--- config.mk ---
export PLATFORM = sky130hd
export DESIGN_NAME = swcr_readout
export DESIGN_NICKNAME = d
export VERILOG_FILES = /design/src/verilog/swcr_pkg.sv /design/src/verilog/swcr_readout.sv
export SDC_FILE = /design/constraint.sdc
export NUM_CORES = 1
export LEC_CHECK = 0
export ABC_AREA = 1
export BUFFER_PORTS_ARGS = -buffer_cell sky130_fd_sc_hd__buf_2
export CAP_MARGIN = 20
export CORE_ASPECT_RATIO = 0.7
export CORE_MARGIN = 2
export CORE_UTILIZATION = 50
export CTS_CLUSTER_DIAMETER = 200
export CTS_CLUSTER_SIZE = 20
export DETAILED_ROUTE_END_ITERATION = 6
export HOLD_SLACK_MARGIN = 0.05
export PLACE_DENSITY = 0.9
export RECOVER_POWER = 50
export SYNTH_ARGS = -nofsm -noshare
export SYNTH_HDL_FRONTEND = slang
export SYNTH_SLANG_ARGS = --single-unit
--- constraint.sdc ---
create_clock -name ref_clk_i -period 1.2 [get_ports ref_clk_i]
set_input_delay 0.24 -clock ref_clk_i [delete_from_list [all_inputs] [get_ports ref_clk_i]]
set_output_delay 0.24 -clock ref_clk_i [all_outputs]
set_load 0.01 [all_outputs]
--- src/verilog/swcr_pkg.sv ---
// Constants for the stopwatch capture read-out block
package swcr_pkg;
  localparam int          ADDR_W          = 16;
  localparam int          DATA_W          = 4;
  localparam logic [15:0] OFS_MS_DIGIT    = 16'hff7a;
  localparam logic [15:0] OFS_HUND_DIGIT  = 16'hff7b;
  localparam logic [15:0] OFS_TENTH_DIGIT = 16'hff7c;
  localparam logic [15:0] OFS_CAPT_STATUS = 16'hff79;
  localparam logic [15:0] OFS_IRQ_ENABLE  = 16'hffe6;
  localparam logic [15:0] OFS_IRQ_FLAGS   = 16'hfff6;
  // Bit positions shared by enable and flag registers, then the renewed bit of the capture status
  localparam int          BIT_TEN_HZ      = 0;
  localparam int          BIT_ONE_HZ      = 1;
  localparam int          BIT_LAP_KEY     = 2;
  localparam int          BIT_RUN_KEY     = 3;
  localparam int          BIT_RENEWED     = 2;
  localparam logic [3:0]  RST_DIGIT       = 4'h0;
  localparam logic [3:0]  RST_ENABLE      = 4'h0;
  localparam logic [3:0]  RST_FLAGS       = 4'h0;
  typedef enum logic [1:0] {
    SWCR_TRACK,
    SWCR_HOLD
  } swcr_state_e;
endpackage : swcr_pkg

--- src/verilog/swcr_readout.sv ---
// Stopwatch capture buffer read-out with interrupt flags and masks
//
// The strobed register port was chosen for this implementation.
`timescale 1ns/1ps
//
// Contract
// - 1 Hz and 10 Hz enable bits pass interrupt when 1; reset 0.
// - RUN key flag reads 1 after a RUN key event; reset 0.
// - LAP key flag lives in the same flag register as RUN.
// - 1 Hz flag records the 1 Hz event in the shared register.
// - Writing 1 clears a flag; writing 0 leaves it unchanged.
// - Millisecond digit readable as 4-bit BCD register.
// - Reading the millisecond digit puts the capture buffer on hold.
// - Hundredths digit readable as its own 4-bit register.
// - Tenths digit readable as its own 4-bit register.
// - Writes to digit registers are ignored.
// - Reset clears all captured digits to zero.
// - Flags set on their event even when masked.
// - Renewal during hold: tenths read sets renewed flag, keeps hold.
module swcr_readout
  import swcr_pkg::*;
(
  // Clock and reset
  input  wire logic                       ref_clk_i,
  input  wire logic                       rst_n_i,
  // Register port
  input  wire logic [swcr_pkg::ADDR_W-1:0] addr_i,
  input  wire logic [swcr_pkg::DATA_W-1:0] wdata_i,
  input  wire logic                       wr_i,
  input  wire logic                       rd_i,
  output logic      [swcr_pkg::DATA_W-1:0] rdata_o,
  // Live counter digits and capture strobe
  input  wire logic [3:0]                 live_ms_i,
  input  wire logic [3:0]                 live_hund_i,
  input  wire logic [3:0]                 live_tenth_i,
  input  wire logic                       lap_capture_i,
  // Interrupt events, one-cycle pulses
  input  wire logic                       run_key_evt_i,
  input  wire logic                       lap_key_evt_i,
  input  wire logic                       one_hz_evt_i,
  input  wire logic                       ten_hz_evt_i,
  // Interrupt output and hold status
  output logic                            irq_o,
  output logic                            hold_o
);
  import swcr_pkg::*;

  logic                rst_sync1_reg;
  logic                rst_sync2_reg;
  logic                rst_n;
  logic [3:0]          ms_digit_reg;
  logic [3:0]          hundredths_digit_reg;
  logic [3:0]          tenths_digit_reg;
  logic [3:0]          irq_enable_reg;
  logic [3:0]          irq_flags_reg;
  logic [3:0]          irq_flags_next;
  logic [3:0]          evt_vec;
  logic                capture_renewed_flag_reg;
  logic                renew_pending_reg;
  swcr_state_e         state_reg;
  logic                rd_ms;
  logic                rd_tenth;

  function automatic logic hit(input logic [ADDR_W-1:0] a,
                               input logic [ADDR_W-1:0] ofs);
    hit = (a == ofs);
  endfunction : hit

  // Release reset through two flops so removal is clock aligned
  always_ff @(posedge ref_clk_i or negedge rst_n_i)
  begin
    if (!rst_n_i)
    begin
      rst_sync1_reg <= 1'b0;
      rst_sync2_reg <= 1'b0;
    end
    else
    begin
      rst_sync1_reg <= 1'b1;
      rst_sync2_reg <= rst_sync1_reg;
    end
  end
  assign rst_n = rst_sync2_reg;

  assign rd_ms    = rd_i && hit(addr_i, OFS_MS_DIGIT);
  assign rd_tenth = rd_i && hit(addr_i, OFS_TENTH_DIGIT);
  assign hold_o   = (state_reg == SWCR_HOLD);

  // Hold state machine
  always_ff @(posedge ref_clk_i or negedge rst_n)
  begin
    if (!rst_n)
    begin
      state_reg <= SWCR_TRACK;
    end
    else
    begin
      case (state_reg)
        SWCR_TRACK:
        begin
          if (rd_ms)
          begin
            state_reg <= SWCR_HOLD;
          end
        end
        SWCR_HOLD:
        begin
          if (rd_tenth && !renew_pending_reg)
          begin
            state_reg <= SWCR_TRACK;
          end
        end
        default:
        begin
          state_reg <= SWCR_TRACK;
        end
      endcase
    end
  end

  // Capture digits: follow live count when tracking, LAP renews in hold.
  // The read that starts the hold sees the value already in the buffer.
  always_ff @(posedge ref_clk_i or negedge rst_n)
  begin
    if (!rst_n)
    begin
      ms_digit_reg         <= RST_DIGIT;
      hundredths_digit_reg <= RST_DIGIT;
      tenths_digit_reg     <= RST_DIGIT;
    end
    else if ((!hold_o && !rd_ms) || (hold_o && lap_capture_i))
    begin
      ms_digit_reg         <= live_ms_i;
      hundredths_digit_reg <= live_hund_i;
      tenths_digit_reg     <= live_tenth_i;
    end
  end

  // Renewal tracking
  always_ff @(posedge ref_clk_i or negedge rst_n)
  begin
    if (!rst_n)
    begin
      renew_pending_reg        <= 1'b0;
      capture_renewed_flag_reg <= 1'b0;
    end
    else
    begin
      if (rd_tenth && hold_o)
      begin
        capture_renewed_flag_reg <= renew_pending_reg;
        renew_pending_reg        <= lap_capture_i;
      end
      else if (hold_o && lap_capture_i)
      begin
        renew_pending_reg <= 1'b1;
      end
    end
  end

  // Interrupt enables
  always_ff @(posedge ref_clk_i or negedge rst_n)
  begin
    if (!rst_n)
    begin
      irq_enable_reg <= RST_ENABLE;
    end
    else if (wr_i && hit(addr_i, OFS_IRQ_ENABLE))
    begin
      irq_enable_reg <= wdata_i;
    end
  end

  assign evt_vec[BIT_RUN_KEY] = run_key_evt_i;
  assign evt_vec[BIT_LAP_KEY] = lap_key_evt_i;
  assign evt_vec[BIT_ONE_HZ]  = one_hz_evt_i;
  assign evt_vec[BIT_TEN_HZ]  = ten_hz_evt_i;

  // Flags: set beats clear so no event is lost
  generate
    for (genvar i = 0; i < 4; i++)
    begin : g_flag
      always_comb
      begin
        irq_flags_next[i] = irq_flags_reg[i];
        if (wr_i && hit(addr_i, OFS_IRQ_FLAGS) && wdata_i[i])
        begin
          irq_flags_next[i] = 1'b0;
        end
        if (evt_vec[i])
        begin
          irq_flags_next[i] = 1'b1;
        end
      end
    end
  endgenerate

  always_ff @(posedge ref_clk_i or negedge rst_n)
  begin
    if (!rst_n)
    begin
      irq_flags_reg <= RST_FLAGS;
    end
    else
    begin
      irq_flags_reg <= irq_flags_next;
    end
  end

  assign irq_o = |(irq_flags_reg & irq_enable_reg);

  // Read data, valid the cycle after the strobe only
  always_ff @(posedge ref_clk_i or negedge rst_n)
  begin
    if (!rst_n)
    begin
      rdata_o <= 4'h0;
    end
    else if (!rd_i)
    begin
      rdata_o <= 4'h0;
    end
    else
    begin
      case (addr_i)
        OFS_MS_DIGIT:    rdata_o <= ms_digit_reg;
        OFS_HUND_DIGIT:  rdata_o <= hundredths_digit_reg;
        OFS_TENTH_DIGIT: rdata_o <= tenths_digit_reg;
        OFS_CAPT_STATUS:
          rdata_o <= {1'b0, capture_renewed_flag_reg, 2'b00};
        OFS_IRQ_ENABLE:  rdata_o <= irq_enable_reg;
        OFS_IRQ_FLAGS:   rdata_o <= irq_flags_reg;
        default:         rdata_o <= 4'h0;
      endcase
    end
  end
endmodule : swcr_readout
==> impl_metrics.json, run 1 <==
{
  "area_delta_synth_final_pct": 35.3,
  "p_per_area_nw_per_um2": 1120,
  "synth_area_um2": 1500,
  "cts.clk_slew.worst_paths_ps": 60,
  "hold_path.class": "in -> reg",
  "totalPowerFinal_uw": 2270,
  "ys_seq_area_frac": 0.483,
  "maxCapViolCount": 0,
  "ys_warn_count": 0,
  "final_cell_mix": "nand2_1, buf_2, nand3_1, dfrtp_1, inv_1",
  "cts_buffer_depth": 2,
  "timing.rr.start": "state_reg[0]$_DFFE_PN0P_",
  "async_flop_share": 1.00,
  "synth_xor_area_frac": 0,
  "antenna_found_initial": 0,
  "synthCells": 201,
  "viasPerCell": 4.68,
  "diodes": 0,
  "die_y_um": 49.8,
  "hold_depth": 3,
  "grtUsageTotal": 0.218,
  "gp_congestion": 0.801,
  "finalSetupTns_ps": -12.8,
  "io-pin-count": 47,
  "muxShareOfSynthArea": 0,
  "critPathLaunchType": "flip-flop",
  "drive_gt1_frac": 0.327,
  "rsz0062_at_grt": "true",
  "yosys.area_share.adder": 0,
  "numCtsBuffers": 5,
  "crit_type": "reg -> out",
  "drt_first_pass_iters": 4,
  "clkLatencyLatePin_ps": 280,
  "r2r_end": "tenths_digit_reg[0]$_DFFE_PN0P_",
  "start_util": 0.532,
  "cp.arrival_ps": 970,
  "place_inst": 292,
  "failed_checks": "setup timing",
  "grt_max_degree": 28,
  "grt_pass1_vias": 1427,
  "core_um2": 2820,
  "fin_cells": 308,
  "crit_path_start": "irq_enable_reg[3]$_DFFE_PN0P_",
  "cts_tree": "done",
  "synth_compound_area_frac": 0.0458,
  "reg2regPathDepth": 5,
  "die_width_um": 69.5,
  "crit_required_ps": 960,
  "drtIter0Drc": 47,
  "ant_nets": 0,
  "period_needed_ps": 1210,
  "skew_ps": 3.26,
  "grt_pass1_wl_um": 5850,
  "syn_area_per_cell_um2": 7.47,
  "die-area_um2": 3460,
  "cts_sinks": 29,
  "synth-simple-area-share": 0.370,
  "fin_ws_ps": -12.8,
  "drcViolationCount": 0,
  "crit_fanout": 3,
  "ys_ff_latch": 29,
  "root_buffer": "clkbuf_8",
  "status": "complete, but fails checks",
  "worst-r2r-setup-slack_ps": 140,
  "slew_viol_final": 0,
  "final_common_cell": "nand2_1",
  "numPortBuffers": 46,
  "setup_viol": 1,
  "dr_total_vias": 1442,
  "slew_headroom": 0.573,
  "h-tree-depth": 2,
  "final_core_util": 0.719,
  "dp_hpwl_um": 2420,
  "hold_viol": 0,
  "detail_route.wl_per_cell_um": 10.8,
  "vdd_ir_drop_max_mv": 0.878,
  "synth_ff_type": "dfrtp_1",
  "routed_wl_um": 3320,
  "grt_overflow": 0,
  "nets": 312,
  "fmax_mhz": 825,
  "synth_top_family_by_area": "simple AND/OR/NAND/NOR gates",
  "crit_path_end": "irq_o",
  "fill_cells": 219,
  "synth_edf_count": 0,
  "setup.worst_path.end_class": "output pin",
  "tightest_slew_ps": 641,
  "synth.distinct_cells": 23,
  "finalCritPeriodShare": 1.01,
  "syn_nets": 242,
  "p_leak_uw": 0.00114,
  "row_count": 16
}
-- worst min path at each step --
stage                 startpoint                            to
floorplan                rst_n_i               rst_n$_DFF_PN0_
global placement         rst_n_i       rst_sync1_reg$_DFF_PN0_
detailed placement       rst_n_i       rst_sync1_reg$_DFF_PN0_
CTS                 one_hz_evt_i  irq_flags_reg[1]$_DFFE_PN0P_
global route        one_hz_evt_i  irq_flags_reg[1]$_DFFE_PN0P_
finish              one_hz_evt_i  irq_flags_reg[1]$_DFFE_PN0P_
-- worst max-delay path: stages, from the launching register on --
cell and delay, ps:
dfrtp_1 390, nand2_1 70, nand4_1 90, buf_2 150
-- power breakdown --
group	internal, uW	switching [uW]	leakage, uW	total (uW)
sequential	1020	20.5	0.000348	1040
clock	676	349	0.0000585	1020
combinational	94.8	112	0.000734	207
total	1790	482	0.00114	2270
-- final cells by class --
cell class                      count  area, um2  area share
Timing Repair Buffer               68        398       0.196
Clock buffer                        7       86.3      0.0425
Inverter                           30        113      0.0555
Multi-Input combinational cell    137        633       0.312
Tap cell                           36       45.0      0.0222
Sequential cell                    29        726       0.357
Clock inverter                      1       30.0      0.0148
-- cells by family (layout without fill, tap and decap cells) --
group                  Yosys count  after routing
buffers and inverters           35            106
AND/OR/NAND/NOR                123            123
other                            1              1
AO/OA/AOI/OAI                   13             13
flip-flops                      29             29
-- layer usage --
metal,share of wire,routed length (um),global-route usage
met2,0.44,1470,0.354
met3,0.074,246,0.0511
met4,0.013,44,0.101
met1,0.47,1560,0.278
met5,0,0,0
-- through the flow --
step	worst slack, ps	cell area [um2]	hold WS, ps
finish	-12.8	2030	142
global placement	-161	1850	26.5
detailed placement	-209	1850	27.3
floorplan	41.7	1500	-55.6
CTS	-15.8	2030	137
global route	-56.2	2030	146
-- timing repair --
item | 4_1_cts | 5_1_grt
gates resized for setup | 0 | 2
endpoints found under the hold margin | 2 | 0
setup endpoints to repair | 1 | 11
hold buffers | 1 | 0
buffers inserted | 7 | 0
-- cell usage after synthesis, types with 2 or more instances --
cell type  instances  area [um2]
nor2_1            13        48.8
nor2_2             6        37.5
inv_2              2        7.51
nand2_1           63         236
o21ai_0            3        15.0
nand3_1           32         160
nand2_2            3        18.8
dfrtp_1           29         726
buf_4              2        15.0
nand3_2            2        20.0
o21ai_1            8        40.0
inv_1             27         101
Note: power is estimated with default switching activity, not from simulation.
==> inputs of run 2 (changes only) <==
CTS_CLUSTER_SIZE = 40   (was 20)
REMOVE_ABC_BUFFERS = 1   (was not set)
==> run 2 against run 1 <==
Net effect: the run still ends with setup timing left; worst setup slack worse by 36 ps; global-route usage down 0.34 points; first-iteration DRC count decreased by 8.5%; largest power group unchanged.
==> impl_metrics.json, run 2 (synthesis results as in run 1) <==
{
  "status": "complete, but fails checks",
  "failed_checks": "setup timing",
  "io-pin-count": 47,
  "final_common_cell": "nand2_1",
  "vdd_ir_drop_max_mv": 0.871,
  "cts_buffer_depth": 2,
  "p_int_uw": 1710,
  "fin_cells": 308,
  "crit_type": "reg -> out",
  "row_count": 16,
  "pwr-share-seq": 0.474,
  "dp_hpwl_um": 2470,
  "p_sw_frac": 0.221,
  "gp_congestion": 0.826,
  "grt_pass1_vias": 1344,
  "hold_path.class": "in -> reg",
  "setup.worst_path.end_class": "output pin",
  "dr_total_vias": 1472,
  "final_cell_mix": "nand2_1, buf_2, nand3_1, dfrtp_1, inv_1",
  "cpPeakStageDelay_ps": 400,
  "p_switching_uw": 484,
  "worstHoldStart": "lap_key_evt_i",
  "h-tree-depth": 2,
  "numPortBuffers": 46,
  "p_comb_frac": 0.092,
  "critPathLaunchType": "flip-flop",
  "grtUsageTotal": 0.214,
  "finalCritPeriodShare": 1.04,
  "fmax_mhz": 801,
  "hold_viol": 0,
  "period_needed_ps": 1250,
  "p_leak_uw": 0.00114,
  "ant_nets": 0,
  "clkLatencyLatePin_ps": 280,
  "cts_sinks": 29,
  "slew_viol_final": 0,
  "slowest_stage": "dfrtp_1",
  "cts.clk_slew.worst_paths_ps": 60,
  "fin_ws_ps": -48.8,
  "crit_required_ps": 960,
  "antenna_found_initial": 0,
  "fill_cells": 217,
  "maxCapViolCount": 0,
  "die_y_um": 49.8,
  "detail_route.wl_per_cell_um": 11.2,
  "core_um2": 2820,
  "grt_pass1_wl_um": 5630,
  "area_delta_synth_final_pct": 34.7,
  "place_inst": 291,
  "diodes": 0,
  "root_buffer": "clkbuf_8",
  "routed_wl_um": 3450,
  "cts_tree": "done",
  "drtIter0Drc": 43,
  "cp.arrival_ps": 1010,
  "grt_max_degree": 28,
  "skew_ps": 2.12,
  "cp_cell_sequence": "nand2_1 > nand4_1 > buf_2",
  "setup_viol": 1,
  "crit_path_start": "irq_enable_reg[3]$_DFFE_PN0P_",
  "viasPerCell": 4.78,
  "crit_fanout": 3,
  "nets": 313,
  "grt_overflow": 0,
  "path_delay_family": "flip-flops",
  "worst-path-buf-inv": 1,
  "drive_gt1_frac": 0.331,
  "place_ws_ps": -150,
  "tightest_slew_ps": 651,
  "p_per_area_nw_per_um2": 1090,
  "final_core_util": 0.717,
  "p_clk_frac": 0.434,
  "die_width_um": 69.5,
  "die-area_um2": 3460,
  "timing.rr.start": "irq_enable_reg[1]$_DFFE_PN0P_",
  "drt_first_pass_iters": 5,
  "slew_headroom": 0.566,
  "start_util": 0.532,
  "drcViolationCount": 0,
  "numCtsBuffers": 5,
  "rsz0062_at_grt": "true"
}
## run 2: changes by cell type in the layout (fill, tap and decap cells not counted), sizes merged
| cell | change |
|---|---|
| clkbuf | -1 |
| clkinv | +1 |
## run 2: layer usage
metal,GRT usage,vias to the layer above,wire length [um]
met5,0,-,0
met4,0.0915,0,49
met3,0.0838,8,301
met2,0.319,58,1470
met1,0.280,645,1630
li1,-,761,-
## run 2: what timing repair did
item	4_1_cts	5_1_grt
hold buffers	1	0
gates resized for setup	0	2
cloned	0	0
setup endpoints to repair	1	8
pin swaps	0	1
setup buffers	7	2
endpoints found under the hold margin	2	0
## run 2: cell type report
type	count	area [um2]	share of cell area
Clock buffer	5	68.8	0.0340
Clock inverter	2	35.0	0.0173
Inverter	30	113	0.0557
Multi-Input combinational cell	137	636	0.314
Sequential cell	29	726	0.359
Tap cell	36	45.0	0.0223
Timing Repair Buffer	69	400	0.198
## run 2: stage by stage
step	setup TNS (ps)	hold slack [ps]	power (uW)	area (um2)
global placement	-2180	27.0	1250	1840
global route	-103	145	2290	2020
floorplan	-7710	-55.6	1140	1470
detailed placement	-2700	27.5	1260	1840
CTS	-14.7	139	2220	2010
finish	-48.8	139	2200	2020
## run 2: final timing paths
path,cells past startpoint,endpoint,slack [ps]
setup / recovery,3,irq_o,-50
hold / removal,3,irq_flags_reg[2]$_DFFE_PN0P_,140
hold reg to reg,1,irq_flags_reg[1]$_DFFE_PN0P_,350
setup reg to reg,6,rdata_o[1]$_DFF_PN0_,130
min in group asynchronous,2,rst_sync1_reg$_DFF_PN0_,270
max in group asynchronous,1,rdata_o[1]$_DFF_PN0_,430
## run 2: power by group through the flow
stage          registers [uW]  logic [uW]  clock network (uW)
5_1_grt                  1040         233                1020
6_report                 1040         203                 953
2_1_floorplan            1060        83.8                   0
4_1_cts                  1040         206                 977
3_3_place_gp             1050         197                   0
3_5_place_dp             1060         202                   0
## run 2: worst min-delay path: stages
cell and delay [ps]:
buf_2 70, inv_1 30, nand2_1 50
==> inputs of run 3 (changes only) <==
PLACE_DENSITY = 0.84   (was 0.9)
==> run 3 against run 2 <==
Net effect: the run still ends with setup timing left; via count decreased by 2.4%; clock power rose by 9%; clock-buffer cell count grew 2; register-to-register slack lost 40 ps; utilization rose by 0.31 points; sequential share of layout area fell by 0.15 points; worst setup slack improved by 8.0 ps; non-clock buffer count fell by 1; critical path type unchanged; largest power group unchanged.
==> impl_metrics.json, run 3 (synthesis results as in run 1) <==
{
  "status": "complete, but fails checks",
  "failed_checks": "setup timing",
  "p_per_area_nw_per_um2": 1120,
  "totalPowerFinal_uw": 2280,
  "busiest_layer": "met1",
  "numPortBuffers": 46,
  "diodes": 0,
  "place_ws_ps": -162,
  "dp_hpwl_um": 2470,
  "skew_ps": 2.95,
  "hold_path.class": "in -> reg",
  "cts_tree": "done",
  "grt_max_degree": 28,
  "dpl-instance-area_um2": 1840,
  "use_met3": 0.0716,
  "p_leak_uw": 0.00114,
  "row_count": 16,
  "cp.arrival_ps": 1000,
  "numCtsBuffers": 5,
  "crit_required_ps": 960,
  "grt_util_met2": 0.298,
  "die-area_um2": 3460,
  "final_cell_mix": "nand2_1, buf_2, nand3_1, dfrtp_1, inv_1",
  "tightest_slew_ps": 648,
  "grt_overflow": 0,
  "slowest_stage": "dfrtp_1",
  "clkLatencyLatePin_ps": 280,
  "final_core_util": 0.720,
  "drtIter0Drc": 68,
  "cpPeakStageDelay_ps": 390,
  "drcViolationCount": 0,
  "fmax_mhz": 806,
  "ant_nets": 0,
  "cts.clk_slew.worst_paths_ps": 60,
  "h-tree-depth": 2,
  "die_y_um": 49.8,
  "grt_pass1_vias": 1265,
  "setup_viol": 1,
  "routed_wl_um": 3370,
  "hold_slack_ps": 136,
  "worst-path-buf-inv": 1,
  "detail_route.wl_per_cell_um": 10.9,
  "grt_pass1_wl_um": 5550,
  "die_width_um": 69.5,
  "fin_ws_ps": -40.9,
  "slew_viol_final": 0,
  "io-pin-count": 47,
  "core_um2": 2820,
  "grtUsageTotal": 0.209,
  "start_util": 0.532,
  "final_common_cell": "nand2_1",
  "grt.met1_usage": 0.305,
  "setup.worst_path.end_class": "output pin",
  "maxCapViolCount": 0,
  "gp_congestion": 0.788,
  "path_delay_family": "flip-flops",
  "critPathLaunchType": "flip-flop",
  "drt_first_pass_iters": 6,
  "cp_cell_sequence": "nand2_1 > nand4_1 > buf_2",
  "nets": 312,
  "cts_sinks": 29,
  "slew_headroom": 0.568,
  "antenna_found_initial": 0,
  "crit_type": "reg -> out",
  "period_needed_ps": 1240,
  "area_delta_synth_final_pct": 35.3,
  "finalCritPeriodShare": 1.03,
  "drive_gt1_frac": 0.331,
  "root_buffer": "clkbuf_8",
  "rsz0062_at_grt": "true",
  "cts_buffer_depth": 2,
  "viasPerCell": 4.66,
  "dr_total_vias": 1436,
  "hold_viol": 0,
  "crit_fanout": 2,
  "final_area_um2": 2030,
  "vdd_ir_drop_max_mv": 0.738
}
## run 3: path summary, 6_finish.rpt
kind / from / to / slack, ps / cells after the start
min reg2reg: rst_n$_DFF_PN0_ / irq_flags_reg[1]$_DFFE_PN0P_ / 350 / 1
min: ten_hz_evt_i / irq_flags_reg[0]$_DFFE_PN0P_ / 140 / 3
max reg2reg: state_reg[0]$_DFFE_PN0P_ / hundredths_digit_reg[0]$_DFFE_PN0P_ / 90 / 4
max: irq_flags_reg[0]$_DFFE_PN0P_ / irq_o / -40 / 3
max in group asynchronous: rst_n$_DFF_PN0_ / irq_flags_reg[2]$_DFFE_PN0P_ / 430 / 1
min in group asynchronous: rst_n_i / rst_sync1_reg$_DFF_PN0_ / 270 / 2
## run 3: repair_timing
item,4_1_cts,5_1_grt
hold endpoints to repair,2,0
setup endpoints to repair,1,3
gates cloned,0,1
resized for setup,0,4
setup buffers,6,1
hold buffers,1,0
pin swaps,0,4
## run 3: power by group
group	internal [uW]	switching, uW
combinational	92.3	111
sequential	1020	23.0
clock	676	360
total	1790	493
## run 3: per-layer routing
| layer | share of wire | routed length, um | vias up |
|---|---|---|---|
| li1 | - | - | 761 |
| met1 | 0.51 | 1700 | 619 |
| met2 | 0.41 | 1370 | 54 |
| met3 | 0.086 | 291 | 2 |
| met4 | 0.00089 | 3 | 0 |
| met5 | 0 | 0 | - |
## run 3: per-stage QoR
stage               setup TNS (ps)  cells
finish                       -40.9    308
global route                 -85.0    308
CTS                          -24.1    306
detailed placement           -2680    291
global placement             -2150    291
floorplan                    -7710    196
## run 3: cell type report
cell class,instances,area (um2)
fill,246,791
clock inverter,1,30.0
tap,36,45.0
multi-input combinational,137,637
sequential,29,726
clock buffer,7,86.3
timing repair buffer,68,395
inverter,30,113
## run 3: worst register-to-register path, delay by kind of cell (launching register included)
kind,cells,cell delay [ps]
simple gates,2,310
compound gates,1,120
flops,1,410
buf+inv,1,140
